$ cat src/hw/asx_pkg.sv
// Shared constants and types of the converter sequencer with the extra analog port
package asx_pkg;
   // Register addresses on the on-chip peripheral bus
   localparam logic [15:0] ASX_ADDR_PORT_DATA = 16'hebd0;
   localparam logic [15:0] ASX_ADDR_DIDIS = 16'hebd2;
   localparam logic [15:0] ASX_ADDR_DIDIS_SET = 16'hebd4;
   localparam logic [15:0] ASX_ADDR_DIDIS_CLR = 16'hebd6;
   localparam logic [15:0] ASX_ADDR_CTRL = 16'hebe0;
   localparam logic [15:0] ASX_ADDR_MAIN = 16'hebe2;
   localparam logic [15:0] ASX_ADDR_SEC = 16'hebe4;
   localparam logic [15:0] ASX_ADDR_STAT = 16'hebe6;
   localparam logic [15:0] ASX_ADDR_TIME = 16'hebe8;
   localparam logic [15:0] ASX_ADDR_MISC = 16'hebea;

   // Control register fields
   localparam int ASX_CTRL_CH_LSB = 0;
   localparam int ASX_CTRL_MODE_LSB = 4;
   localparam int ASX_CTRL_START = 6;
   localparam int ASX_CTRL_BUSY = 7;
   localparam int ASX_CTRL_WR = 8;
   localparam int ASX_CTRL_INJ = 9;
   localparam int ASX_CTRL_INJCH_LSB = 10;

   // Status register fields; result, overrun and injection bits write one to clear, unread clears on a main result read
   localparam int ASX_STAT_RES = 0;
   localparam int ASX_STAT_OVR = 1;
   localparam int ASX_STAT_INJ = 2;
   localparam int ASX_STAT_UNREAD = 3;

   // Timing register fields, counts in clock cycles
   localparam int ASX_TIME_SMP_LSB = 0;
   localparam int ASX_TIME_CNV_LSB = 8;

   // Miscellaneous register: bank select for the analog source
   localparam int ASX_MISC_SRC = 0;

   // Reset values
   localparam logic [15:0] ASX_DIDIS_RST = 16'h0000;
   localparam logic [15:0] ASX_TIME_RST = 16'h1010;
   localparam logic [9:0] ASX_CAL_RESULT = 10'h000;

   // Calibration length in clock cycles
   localparam int ASX_CAL_CYCLES = 40629;
   localparam int ASX_CNT_W = 16;

   typedef enum logic [1:0] {
      ASX_M_SINGLE,
      ASX_M_CONT,
      ASX_M_SCAN,
      ASX_M_SCAN_CONT
   } asx_mode_t;

   typedef enum logic [2:0] {
      ASX_S_CAL,
      ASX_S_IDLE,
      ASX_S_SAMPLE,
      ASX_S_CONV,
      ASX_S_HOLD
   } asx_state_t;

   typedef struct packed {
      logic rd;
      logic wr;
      logic [15:0] addr;
      logic [15:0] wdata;
   } asx_bus_req_t;

   function automatic logic asx_is_cont(input asx_mode_t m);
      return (m == ASX_M_CONT) || (m == ASX_M_SCAN_CONT);
   endfunction
endpackage

$ cat src/hw/asx_adc_seq.sv
// Converter sequencer with the input-only extra port and its digital disable registers
//
// Behaviour
// - Ten-bit results, input chosen from two banks of sixteen channels.
// - Extra port line y feeds analog channel 16 plus y.
// - Analog use needs no setup; path comes straight from the pin.
// - Extra port is input only; data register shows lines 15 to 0.
// - Disable bit at one turns off that line's digital input stage.
// - A disabled line no longer works as a digital input.
// - Writing ones to the set register sets those disable bits.
// - Writing ones to the clear register clears those disable bits.
// - Self-calibration runs after every reset.
// - Sample and conversion durations are set by software.
// - Completing over an unread result raises an overrun request.
// - Alternative protection holds the next conversion until the result is read.
// - Single mode converts the chosen channel once into the main result.
// - Continuous mode converts the chosen channel again and again.
// - Scan mode converts each chosen channel once, storing each result.
// - Continuous scan repeats the channel scan, storing each result.
// - Every stored result raises a request for software or event transfer.
// - Wait-for-read keeps a new result buffered and pauses until read.
// - Continuous modes accept an injected conversion between regular ones.
// - Injected results go to the secondary result register field.
// - After injection the previous continuous mode carries on.
// - Lines not converted remain usable as digital inputs.
// - Busy shows during calibration; no conversion runs meanwhile.
`timescale 1ns/1ps
module asx_adc_seq #(
   parameter int CAL_CYCLES = asx_pkg::ASX_CAL_CYCLES,
   parameter int PORT_W = 16
) (
   input wire logic mclk,
   input wire logic rstn,
   input wire asx_pkg::asx_bus_req_t bus_req,
   output logic [15:0] bus_rdata,
   output logic bus_rvalid,
   input wire logic [PORT_W-1:0] ext_port_pins,
   output logic [PORT_W-1:0] ext_port_schmitt_en,
   input wire logic inj_trigger,
   output logic [4:0] core_channel,
   output logic core_sample,
   output logic core_convert,
   input wire logic [9:0] core_result,
   output logic converter_busy_flag,
   output logic result_req,
   output logic overrun_req,
   output logic inj_done_req
);
   import asx_pkg::*;

   logic [PORT_W-1:0] pin_level;
   logic [PORT_W-1:0] didis_reg, didis_next;
   logic [15:0] time_reg, time_next;
   logic [3:0] ch_reg, ch_next;
   asx_mode_t mode_reg, mode_next;
   logic start_reg, start_next;
   logic wr_reg, wr_next;
   logic inj_pend_reg, inj_pend_next;
   logic [4:0] injch_reg, injch_next;
   logic src_reg, src_next;
   logic [9:0] main_reg, main_next;
   logic [9:0] tmp_reg, tmp_next;
   logic [9:0] sec_reg, sec_next;
   logic res_flag_reg, res_flag_next;
   logic ovr_flag_reg, ovr_flag_next;
   logic inj_flag_reg, inj_flag_next;
   logic unread_reg, unread_next;
   asx_state_t state_reg, state_next;
   logic [ASX_CNT_W-1:0] cnt_reg, cnt_next;
   logic [3:0] scan_reg, scan_next;
   logic injecting_reg, injecting_next;
   logic [4:0] cur_ch_reg, cur_ch_next;
   logic [15:0] rdata_reg, rdata_next;
   logic rvalid_reg;

   logic wr_hit_ctrl, rd_main, conv_done;
   logic [15:0] ctrl_view, port_view;

   asx_pin_filter #(.W(PORT_W)) u_pin_filter (
      .mclk(mclk),
      .rstn(rstn),
      .pins(ext_port_pins),
      .level(pin_level)
   );

   function automatic logic hit(input asx_bus_req_t r, input logic [15:0] a, input logic w);
      return (w ? r.wr : r.rd) && (r.addr == a);
   endfunction

   assign wr_hit_ctrl = hit(bus_req, ASX_ADDR_CTRL, 1'b1);
   assign rd_main = hit(bus_req, ASX_ADDR_MAIN, 1'b0);
   assign conv_done = (state_reg == ASX_S_CONV) && (cnt_reg == '0);
   assign port_view = 16'(pin_level & ~didis_reg);
   assign ctrl_view = {1'b0, injch_reg, inj_pend_reg, wr_reg, converter_busy_flag,
                       start_reg, mode_reg, ch_reg};

   // Disable bits, timing and misc registers
   always_comb begin
      didis_next = didis_reg;
      time_next = time_reg;
      src_next = src_reg;
      if (hit(bus_req, ASX_ADDR_DIDIS, 1'b1)) begin
         didis_next = bus_req.wdata[PORT_W-1:0];
      end
      if (hit(bus_req, ASX_ADDR_DIDIS_SET, 1'b1)) begin
         didis_next = didis_reg | bus_req.wdata[PORT_W-1:0];
      end
      if (hit(bus_req, ASX_ADDR_DIDIS_CLR, 1'b1)) begin
         didis_next = didis_reg & ~bus_req.wdata[PORT_W-1:0];
      end
      if (hit(bus_req, ASX_ADDR_TIME, 1'b1)) begin
         time_next = bus_req.wdata;
      end
      if (hit(bus_req, ASX_ADDR_MISC, 1'b1)) begin
         src_next = bus_req.wdata[ASX_MISC_SRC];
      end
   end

   always_ff @(posedge mclk or negedge rstn) begin
      if (!rstn) begin
         didis_reg <= PORT_W'(ASX_DIDIS_RST);
         time_reg <= ASX_TIME_RST;
         src_reg <= 1'b0;
      end else begin
         didis_reg <= didis_next;
         time_reg <= time_next;
         src_reg <= src_next;
      end
   end

   // Sequencer, results and flags
   always_comb begin
      state_next = state_reg;
      cnt_next = cnt_reg;
      ch_next = ch_reg;
      mode_next = mode_reg;
      start_next = start_reg;
      wr_next = wr_reg;
      injch_next = injch_reg;
      inj_pend_next = inj_pend_reg;
      main_next = main_reg;
      tmp_next = tmp_reg;
      sec_next = sec_reg;
      res_flag_next = res_flag_reg;
      ovr_flag_next = ovr_flag_reg;
      inj_flag_next = inj_flag_reg;
      unread_next = unread_reg;
      scan_next = scan_reg;
      injecting_next = injecting_reg;
      cur_ch_next = cur_ch_reg;

      if (wr_hit_ctrl) begin
         ch_next = bus_req.wdata[ASX_CTRL_CH_LSB +: 4];
         mode_next = asx_mode_t'(bus_req.wdata[ASX_CTRL_MODE_LSB +: 2]);
         start_next = bus_req.wdata[ASX_CTRL_START];
         wr_next = bus_req.wdata[ASX_CTRL_WR];
         injch_next = bus_req.wdata[ASX_CTRL_INJCH_LSB +: 5];
         if (bus_req.wdata[ASX_CTRL_START] && !start_reg) begin
            scan_next = bus_req.wdata[ASX_CTRL_CH_LSB +: 4];
         end
      end
      if (hit(bus_req, ASX_ADDR_STAT, 1'b1)) begin
         res_flag_next = res_flag_reg & ~bus_req.wdata[ASX_STAT_RES];
         ovr_flag_next = ovr_flag_reg & ~bus_req.wdata[ASX_STAT_OVR];
         inj_flag_next = inj_flag_reg & ~bus_req.wdata[ASX_STAT_INJ];
      end
      if (rd_main) begin
         unread_next = 1'b0;
      end

      unique case (state_reg)
         ASX_S_CAL: begin
            cnt_next = cnt_reg - 1'b1;
            if (cnt_reg == '0) begin
               // Calibration leaves a spurious result behind
               main_next = ASX_CAL_RESULT;
               unread_next = 1'b1;
               res_flag_next = 1'b1;
               ovr_flag_next = 1'b1;
               state_next = ASX_S_IDLE;
            end
         end
         ASX_S_IDLE: begin
            if (inj_pend_reg && start_reg && asx_is_cont(mode_reg)) begin
               injecting_next = 1'b1;
               inj_pend_next = 1'b0;
               cur_ch_next = injch_reg;
               cnt_next = ASX_CNT_W'(time_reg[ASX_TIME_SMP_LSB +: 8]);
               state_next = ASX_S_SAMPLE;
            end else if (start_reg) begin
               // bank bit picks channels 16 to 31
               injecting_next = 1'b0;
               cur_ch_next = {src_reg, scan_reg};
               cnt_next = ASX_CNT_W'(time_reg[ASX_TIME_SMP_LSB +: 8]);
               state_next = ASX_S_SAMPLE;
            end
         end
         ASX_S_SAMPLE: begin
            cnt_next = cnt_reg - 1'b1;
            if (cnt_reg == '0) begin
               cnt_next = ASX_CNT_W'(time_reg[ASX_TIME_CNV_LSB +: 8]);
               state_next = ASX_S_CONV;
            end
         end
         ASX_S_CONV: begin
            cnt_next = cnt_reg - 1'b1;
            if (cnt_reg == '0) begin
               state_next = ASX_S_IDLE;
               if (injecting_reg) begin
                  sec_next = core_result;
                  inj_flag_next = 1'b1;
                  injecting_next = 1'b0;
               end else begin
                  if (unread_reg && !rd_main && wr_reg) begin
                     tmp_next = core_result;
                     state_next = ASX_S_HOLD;
                  end else begin
                     main_next = core_result;
                     unread_next = 1'b1;
                     res_flag_next = 1'b1;
                     if (unread_reg && !rd_main) begin
                        ovr_flag_next = 1'b1;
                     end
                  end
                  // scan walks down to channel 0
                  unique case (mode_reg)
                     ASX_M_SINGLE: start_next = 1'b0;
                     ASX_M_CONT: start_next = start_reg;
                     ASX_M_SCAN, ASX_M_SCAN_CONT: begin
                        if (scan_reg == 4'h0) begin
                           scan_next = ch_reg;
                           if (mode_reg == ASX_M_SCAN) begin
                              start_next = 1'b0;
                           end
                        end else begin
                           scan_next = scan_reg - 1'b1;
                        end
                     end
                  endcase
               end
            end
         end
         ASX_S_HOLD: begin
            // Released by the read that empties the main result
            if (rd_main) begin
               main_next = tmp_reg;
               unread_next = 1'b1;
               res_flag_next = 1'b1;
               state_next = ASX_S_IDLE;
            end
         end
      endcase

      // Trigger beats a same-cycle accept
      if (inj_trigger || (wr_hit_ctrl && bus_req.wdata[ASX_CTRL_INJ])) begin
         inj_pend_next = 1'b1;
      end
   end

   always_ff @(posedge mclk or negedge rstn) begin
      if (!rstn) begin
         state_reg <= ASX_S_CAL;
         cnt_reg <= ASX_CNT_W'(CAL_CYCLES - 1);
         ch_reg <= 4'h0;
         mode_reg <= ASX_M_SINGLE;
         start_reg <= 1'b0;
         wr_reg <= 1'b0;
         injch_reg <= 5'h00;
         inj_pend_reg <= 1'b0;
         main_reg <= 10'h000;
         tmp_reg <= 10'h000;
         sec_reg <= 10'h000;
         res_flag_reg <= 1'b0;
         ovr_flag_reg <= 1'b0;
         inj_flag_reg <= 1'b0;
         unread_reg <= 1'b0;
         scan_reg <= 4'h0;
         injecting_reg <= 1'b0;
         cur_ch_reg <= 5'h00;
      end else begin
         state_reg <= state_next;
         cnt_reg <= cnt_next;
         ch_reg <= ch_next;
         mode_reg <= mode_next;
         start_reg <= start_next;
         wr_reg <= wr_next;
         injch_reg <= injch_next;
         inj_pend_reg <= inj_pend_next;
         main_reg <= main_next;
         tmp_reg <= tmp_next;
         sec_reg <= sec_next;
         res_flag_reg <= res_flag_next;
         ovr_flag_reg <= ovr_flag_next;
         inj_flag_reg <= inj_flag_next;
         unread_reg <= unread_next;
         scan_reg <= scan_next;
         injecting_reg <= injecting_next;
         cur_ch_reg <= cur_ch_next;
      end
   end

   // Read mux; unmapped and write-only addresses read as zero
   always_comb begin
      rdata_next = 16'h0000;
      unique case (bus_req.addr)
         ASX_ADDR_PORT_DATA: rdata_next = port_view;
         ASX_ADDR_DIDIS: rdata_next = 16'(didis_reg);
         ASX_ADDR_CTRL: rdata_next = ctrl_view;
         ASX_ADDR_MAIN: rdata_next = {6'h00, main_reg};
         ASX_ADDR_SEC: rdata_next = {6'h00, sec_reg};
         ASX_ADDR_STAT: rdata_next = {12'h000, unread_reg, inj_flag_reg, ovr_flag_reg,
                                      res_flag_reg};
         ASX_ADDR_TIME: rdata_next = time_reg;
         ASX_ADDR_MISC: rdata_next = {15'h0000, src_reg};
         default: rdata_next = 16'h0000;
      endcase
      if (!bus_req.rd) begin
         rdata_next = rdata_reg;
      end
   end

   always_ff @(posedge mclk or negedge rstn) begin
      if (!rstn) begin
         rdata_reg <= 16'h0000;
         rvalid_reg <= 1'b0;
      end else begin
         rdata_reg <= rdata_next;
         rvalid_reg <= bus_req.rd;
      end
   end

   assign bus_rdata = rdata_reg;
   assign bus_rvalid = rvalid_reg;
   // pad stage only follows the disable bits
   assign ext_port_schmitt_en = ~didis_reg;
   assign core_channel = cur_ch_reg;
   assign core_sample = (state_reg == ASX_S_SAMPLE);
   assign core_convert = (state_reg == ASX_S_CONV);
   assign converter_busy_flag = (state_reg != ASX_S_IDLE);
   assign result_req = res_flag_reg;
   assign overrun_req = ovr_flag_reg;
   assign inj_done_req = inj_flag_reg;
endmodule // asx_adc_seq

$ cat src/hw/asx_pin_filter.sv
// Three-stage pin synchroniser that accepts a change once stages two and three agree
`timescale 1ns/1ps
module asx_pin_filter #(
   parameter int W = 16
) (
   input wire logic mclk,
   input wire logic rstn,
   input wire logic [W-1:0] pins,
   output logic [W-1:0] level
);
   logic [W-1:0] s1_reg;
   logic [W-1:0] s2_reg;
   logic [W-1:0] s3_reg;
   logic [W-1:0] level_reg;
   logic [W-1:0] level_next;

   always_comb begin
      level_next = level_reg;
      for (int i = 0; i < W; i++) begin
         if (s2_reg[i] == s3_reg[i]) begin
            level_next[i] = s3_reg[i];
         end
      end
   end

   always_ff @(posedge mclk or negedge rstn) begin
      if (!rstn) begin
         s1_reg <= '0;
         s2_reg <= '0;
         s3_reg <= '0;
         level_reg <= '0;
      end else begin
         s1_reg <= pins;
         s2_reg <= s1_reg;
         s3_reg <= s2_reg;
         level_reg <= level_next;
      end
   end

   assign level = level_reg;
endmodule // asx_pin_filter

$ cat config.mk
export PLATFORM = sky130hd
export DESIGN_NAME = asx_adc_seq
export DESIGN_NICKNAME = d
export VERILOG_FILES = /design/src/hw/asx_pkg.sv /design/src/hw/asx_adc_seq.sv /design/src/hw/asx_pin_filter.sv
export SDC_FILE = /design/constraint.sdc
export NUM_CORES = 1
export LEC_CHECK = 0
export BUFFER_PORTS_ARGS = -buffer_cell sky130_fd_sc_hd__buf_2
export CAP_MARGIN = 15
export CORE_MARGIN = 8
export CORE_UTILIZATION = 50
export DETAILED_ROUTE_END_ITERATION = 10
export HOLD_SLACK_MARGIN = 0.02
export MAX_ROUTING_LAYER = met4
export PLACE_DENSITY = 0.73
export SLEW_MARGIN = 20
export SYNTH_ARGS = -nofsm -noshare
export SYNTH_HDL_FRONTEND = slang
export SYNTH_SLANG_ARGS = --single-unit
$ cat constraint.sdc
create_clock -name mclk -period 4.1 [get_ports mclk]
set_input_delay 0.82 -clock mclk [delete_from_list [all_inputs] [get_ports mclk]]
set_output_delay 0.82 -clock mclk [all_outputs]
set_load 0.02 [all_outputs]
==> results of run 1 <==
[final cells by class]
type / instances / area, um^2
Antenna cell: 1 / 2.50
Clock buffer: 18 / 439
Clock inverter: 14 / 184
Fill cell: 1373 / 6740
Inverter: 28 / 105
Multi-Input combinational cell: 459 / 3390
Sequential cell: 191 / 4790
Tap cell: 220 / 275
Timing Repair Buffer: 120 / 657
[critical path, stage by stage, from the launching register on]
cell     delay, ps
dfrtp_1        400
inv_1          120
ha_1           180
or4b_2         650
nor4_4         430
buf_4          270
a21oi_1         80
o21ai_1        140
buf_4          240
mux2_2         370
[synth_stat cells, drive strengths merged (6+ instances only)]
cell / count / area [um^2]
nor2: 30 / 115
and3: 8 / 50.1
inv: 27 / 101
a222oi: 7 / 70.1
a22o: 36 / 317
dfstp: 11 / 289
o21ai: 40 / 200
dfrtp: 180 / 4500
a21o: 6 / 45.0
mux2i: 9 / 90.1
mux2: 48 / 541
nor2b: 11 / 68.8
maj3: 16 / 160
buf: 18 / 101
nand2: 59 / 221
a32oi: 16 / 140
clkbuf: 24 / 90.1
a21oi: 18 / 90.1
nand3: 14 / 70.1
nor4: 17 / 176
o2bb2ai: 10 / 87.6
nor3: 8 / 45.0
and2: 8 / 51.3
a22oi: 15 / 113
[final timing paths]
kind	start	end	slack [ps]	cells after the start
setup / recovery	cnt_reg[0]	main_reg[8]	1100	9
max in group asynchronous	rstn	cnt_reg[12]	2750	2
hold reg to reg	u_pin_filter.s1_reg[13]	u_pin_filter.s2_reg[13]	350	0
hold / removal	u_pin_filter.s1_reg[13]	u_pin_filter.s2_reg[13]	350	0
setup reg to reg	cnt_reg[0]	main_reg[8]	1100	9
min in group asynchronous	rstn	bus_rdata[0]	430	1
[per-stage QoR]
step	power, mW	cell area (um^2)
detailed placement	3.46	9210
finish	5.14	9840
global placement	3.39	9210
floorplan	3.15	8470
global route	5.39	9840
CTS	5.15	9840
[power breakdown]
group	total, mW	switching, mW	internal, mW
clock network	1.69	0.836	0.851
logic	1.17	0.707	0.467
registers	2.28	0.174	2.10
total	5.14	1.72	3.42
[cell families after synthesis]
logic type      count (synthesis)  share of synthesized area [%]
simple gates                  198                           13.5
compound gates                179                           16.1
mux                            57                           7.44
buf+inv                        70                           3.50
xor+xnor                        6                          0.620
flops                         191                           56.6
fa+ha+maj                      19                           2.33
[metal layers]
metal	global-route usage (%)	part of all wire, %	up-vias
met5	-	0	-
met4	7.01	2.3	0
met3	4.60	5.4	40
met2	34.2	49	229
met1	28.0	44	3222
li1	-	-	2865
==> reports/results.md, run 1 <==
- status: completed
- least setup slack across all paths after layout: 1100 ps
- Final Hold Violating Endpoints: 0
- core area: 16,600 um^2
- clk_lat worst skew: 440 ps
- number of nets at the end of the flow: 883
- number of enable flip-flop cells after synthesis: 0
- synthesized area divided by synthesized cell count: 11.8 um^2
- Worst Skew: 9.64 ps
- Warnings, synthesis: 0
- wire length of the first global-routing pass: 35,700 um
- routed wire length: 22,600 um
- share of cells above drive strength 1: 28.8%
- commonest cells after routing, fill and taps aside: 180 x dfrtp_1, 105 x buf_2, 59 x nand2_1, 48 x mux2_2, 38 x o21ai_0
- path type of the worst min-delay path: reg2reg
- Post-Syn Instances: 720
- category of the worst setup path capture point: register
- crit path kind: reg2reg
- required arrival time at the worst endpoint: 4430 ps
- CTS buffer count: 17
- period utilization: 73.1%
- achievable frequency: 334 MHz
- pin slew with the least headroom to its limit: 1100 ps
- post-cts sizing count: 0
- die outline width: 146 um
- relative slew slack: 26.6%
- initial drt markers: 559
- gpl congestion: 0.962
- number of nets produced by synthesis: 786
- DRC violations left: 0
- number of top-level pins: 107
- sequential fraction of the synthesis area: 56.6%
- total of max-cap violations: 0
- number of nets with antenna violations after routing: 0
- setup repair bufs after CTS: 0
- peak ir drop on the vdd network: 0.303 mV
- count of vias placed by the detailed router: 6,356
- overall global routing resource usage: 21.8%
- total grt overflow: 0
- CTS tree: built
- Post-Syn Area: 8470 um^2
- post-layout util: 59.3%
- largest net degree at the start of global routing: 93
- Die Y: 146 um
- clk root buf: clkbuf_16
- P&R area growth vs syn: 16.2%
- final standard cell count with taps included and fillers excluded: 1,051
- port bufs: 106
- number of global-route vias before repair: 6,458
- RSZ-0062 raised after global routing: false
- most used flip-flop cell after synthesis: dfrtp_1
- number of antenna violations at the first check in global routing: 1
- leak pwr: 4.42 nW
- row cnt: 47
- Pwr Density: 522 nW/um^2
- maximum level of the CTS H-tree: 4
- maximum net fanout on the critical path: 11
- clock net sink count: 191
- number of buffers on the longest clock path: 2
- final max-slew violation count: 0
- placed insts: 1,018
- final setup TNS: 0 ps
- total setup violations reported at the end of the flow: 0
- Reg clk slew, reported paths: 80 ps
- Yosys cell types: 76
- final HPWL from detailed placement: 16,500 um
- type of origin of the critical path: register
- most common cell after layout, fill and taps aside: dfrtp_1
- Die Outline Area: 21,400 um^2
- ys async rst share: 100%
- initial core utilization: 51.1%
- first-pass iteration count of the detailed router: 5
- post-layout min period: 3000 ps
- post-detailed-route wirelength per cell: 21.5 um
- WP data arrival: 3330 ps
- worst slack, placed: 697 ps
- hold slack final: 351 ps
- Post-CTS Hold Buffers: 0
- Seq cells post-synth: 191
- routed vias/inst: 6.05
(Power assumes the default switching activity.)
==> run 2, diff against run 1 <==
--- a/config.mk
+++ b/config.mk
@@ -5,6 +5,7 @@
 export SDC_FILE = /design/constraint.sdc
 export NUM_CORES = 1
 export LEC_CHECK = 0
+export ABC_AREA = 1
 export BUFFER_PORTS_ARGS = -buffer_cell sky130_fd_sc_hd__buf_2
 export CAP_MARGIN = 15
 export CORE_MARGIN = 8
==> constraint.sdc (replaced) <==
create_clock -name mclk -period 3.1 [get_ports mclk]
set_input_delay 0.62 -clock mclk [delete_from_list [all_inputs] [get_ports mclk]]
set_output_delay 0.62 -clock mclk [all_outputs]
set_load 0.02 [all_outputs]
==> run 2 against run 1 <==
Net effect: synthesized cell count rose by 45%; flip-flop and latch count unchanged; first-iteration DRC count increased by 26%; count of clock-buffer cells in the layout did not move; routed wire length increased by 3.4%; design area up 3.2%; sequential power up 25%; combinational power rose by 15%; power rose by 24%; critical endpoint is now core_convert.
==> reports/results.md, run 2 <==
- status: completed
- routed vias/inst: 5.34, -12%
- P&R area growth vs syn: 16.0%, about the same
- overall global routing resource usage: 22.3%, +0.48 points
- final setup TNS: 0 ps, unchanged
- Reg clk slew, reported paths: 80 ps, about the same
- CTS buffer count: 17, unchanged
- clk root buf: clkbuf_16
- period utilization: 77.5%
- achievable frequency: 416 MHz
- RSZ-0062 raised after global routing: false
- cell types occupying the most area after synthesis: dfrtp_1 51%, nand2_1 12%, nand3_1 5.9%
- routed wire length: 23,300 um, +3.4%
- Seq cells post-synth: 191, unchanged
- Post-Syn Instances: 1,044, +45%
- number of nets produced by synthesis: 1,110, +41%
- relative slew slack: 40.0%, +13 points
- die outline width: 148 um, +1.5%
- leak pwr: 5.11 nW, +16%
- final max-slew violation count: 0, unchanged
- setup slack on the worst flop-to-flop path: 880 ps, -220 ps
- proportion of synthesized area in mux cells: 0.257%, -7.2 points
- peak ir drop on the vdd network: 0.473 mV, +56%
- maximum net fanout on the critical path: 15, +4
- type of origin of the critical path: register
- capture point of the worst path: core_convert
- clock net sink count: 191, unchanged
- share of cells above drive strength 1: 16.4%, -12 points
- Post-CTS Hold Buffers: 0, unchanged
- number of antenna violations at the first check in global routing: 0, -1
- post-detailed-route wirelength per cell: 16.8 um, -22%
- number of nets with antenna violations after routing: 0, unchanged
- Worst Reg-to-Reg Cells: 7, -2
- reg2reg end: cnt_reg[7]
- maximum level of the CTS H-tree: 4, unchanged
- setup repair bufs after CTS: 0, unchanged
- number of top-level pins: 107, unchanged
- area fraction of the dominant cell type after synthesis: 51.5%, -1.7 points
- total grt overflow: 0, unchanged
- Critical R2R Launch: state_reg[1]
- most instantiated library cell after synthesis: nand2_1
- wire length of the first global-routing pass: 37,500 um, +5.0%
- Die Outline Area: 22,000 um^2, +3.0%
- number of global-route vias before repair: 7,214, +12%
- share of synthesized cell area in and, or, nand and nor gates: 25.4%, +12 points
- ys async rst share: 100%, unchanged
- adder and majority cell fraction of the synthesized area: 2.26%, -0.075 points
- Pwr Density: 629 nW/um^2, +20%
- post-cts sizing count: 0, unchanged
- port bufs: 106, unchanged
- initial drt markers: 707, +26%
- path type of the worst min-delay path: in2async
- Die Y: 148 um, +1.5%
- number of enable flip-flop cells after synthesis: 0, unchanged
- initial core utilization: 50.8%, -0.30 points
- row cnt: 48, +2.1%
- pin slew with the least headroom to its limit: 898 ps, -204 ps
- Worst Skew: 11.3 ps, +1.65 ps
- category of the worst setup path capture point: output port
- top cells by instance count after synthesis: 280 x nand2_1, 180 x dfrtp_1, 122 x inv_1
- total of max-cap violations: 0, unchanged
- Warnings, synthesis: 0, unchanged
- commonest cells after routing, fill and taps aside: 280 x nand2_1, 180 x dfrtp_1, 122 x inv_1, 105 x buf_2, 104 x nand3_1
- hold slack final: 181 ps, -171 ps
- total setup violations reported at the end of the flow: 0, unchanged
- Yosys cell types: 39, -49%
- first-pass iteration count of the detailed router: 5, unchanged
- sequential fraction of the synthesis area: 54.8%, -1.8 points
- number of buffers on the longest clock path: 2, unchanged
- post-layout min period: 2400 ps
- synthesized area divided by synthesized cell count: 8.39 um^2, -29%
- number of nets at the end of the flow: 1,215, +38%
- crit path kind: reg2out
- required arrival time at the worst endpoint: 2480 ps, -1950 ps
- xor and xnor area share after synthesis: 0.900%, +0.28 points
- WP data arrival: 1780 ps, -1550 ps
- core area: 17,200 um^2, +3.9%
- most used flip-flop cell after synthesis: dfrtp_1
- DRC violations left: 0, unchanged
- final HPWL from detailed placement: 16,800 um, +2.1%
- dominant combinational cell family by area after synthesis: simple AND/OR/NAND/NOR gates
- launching element of the worst setup path: state_reg[2]
- diode insertion count for antenna repair: 0, -1
- count of vias placed by the detailed router: 7,401, +16%
- Post-Syn Area: 8750 um^2, +3.3%
- clk_lat worst skew: 440 ps, about the same
- top cell type by total area after synthesis: dfrtp_1
- post-layout util: 58.9%, -0.40 points
- most common cell after layout, fill and taps aside: nand2_1
- CTS tree: built
- largest net degree at the start of global routing: 71, -24%
- Final Hold Violating Endpoints: 0, unchanged
- gpl congestion: 0.940, -2.2%
- Synth Area in Compound Gates: 9.15%, -6.9 points
run 2: changes by cell type after synthesis, moves of 13 or more:
cell,delta
nand4_1,+14
inv_1,+95
a22o_1,-35
mux2_2,-46
nand2_1,+221
a32oi_1,-16
nand3_1,+90
o21ai_0,+55
a22oi_1,-13
nor2_1,+58
run 2: final cells by class:
type / count / area (um^2)
fill: 1517 / 7080
sequential: 191 / 4790
multi-input combinational: 692 / 3330
timing repair buffer: 120 / 682
inverter: 127 / 477
clock buffer: 18 / 439
tap: 225 / 282
clock inverter: 14 / 159
run 2: power by group:
| group | total (mW) | leakage (nW) | internal [mW] | switching, mW |
|---|---|---|---|---|
| clock network | 2.20 | 0.292 | 1.11 | 1.09 |
| registers | 2.84 | 2.31 | 2.70 | 0.143 |
| logic | 1.35 | 2.51 | 0.460 | 0.887 |
run 2: logic make-up (layout without fill, tap and decap cells):
logic type,Yosys count,in the layout
buffers and inverters,161,279
adder cells (fa/ha/maj),19,19
multiplexers,2,2
flip-flops,191,191
XOR/XNOR,9,9
AO/OA/AOI/OAI,147,147
AND/OR/NAND/NOR,515,515
run 2: worst max-delay path, cell delays in order (launching register included):
cell	delay (ps)
dfrtp_1	440
inv_2	120
nand3_2	290
inv_1	280
buf_2	210
run 2: metrics by stage:
step | setup slack [ps] | total power [mW] | cells | cell area, um^2
2_1_floorplan | 1360 | 3.78 | 1044 | 8750
3_3_place_gp | 683 | 4.18 | 1355 | 9560
3_5_place_dp | 528 | 4.21 | 1355 | 9560
4_1_cts | 688 | 6.42 | 1387 | 10200
5_1_grt | 605 | 6.72 | 1387 | 10200
6_report | 697 | 6.39 | 1387 | 10200
run 2: routing by layer:
layer  vias up  track usage [%]  part of all wire [%]
met1      3472             30.8                    46
met4         0             7.50                   2.0
met2       304             32.1                    44
met3        36             4.80                   7.8
li1       3589                -                     -
met5         -                -                     0
run 2: how the worst min path moves through the flow:
stage	end	slack (ps)	cells after the start
2_1_floorplan	bus_rdata[0]	320	0
4_1_cts	u_pin_filter.s1_reg[4]	190	1
3_5_place_dp	u_pin_filter.s2_reg[12]	330	0
6_report	u_pin_filter.s2_reg[9]	180	1
5_1_grt	u_pin_filter.s1_reg[6]	200	1
3_3_place_gp	u_pin_filter.s2_reg[6]	330	0
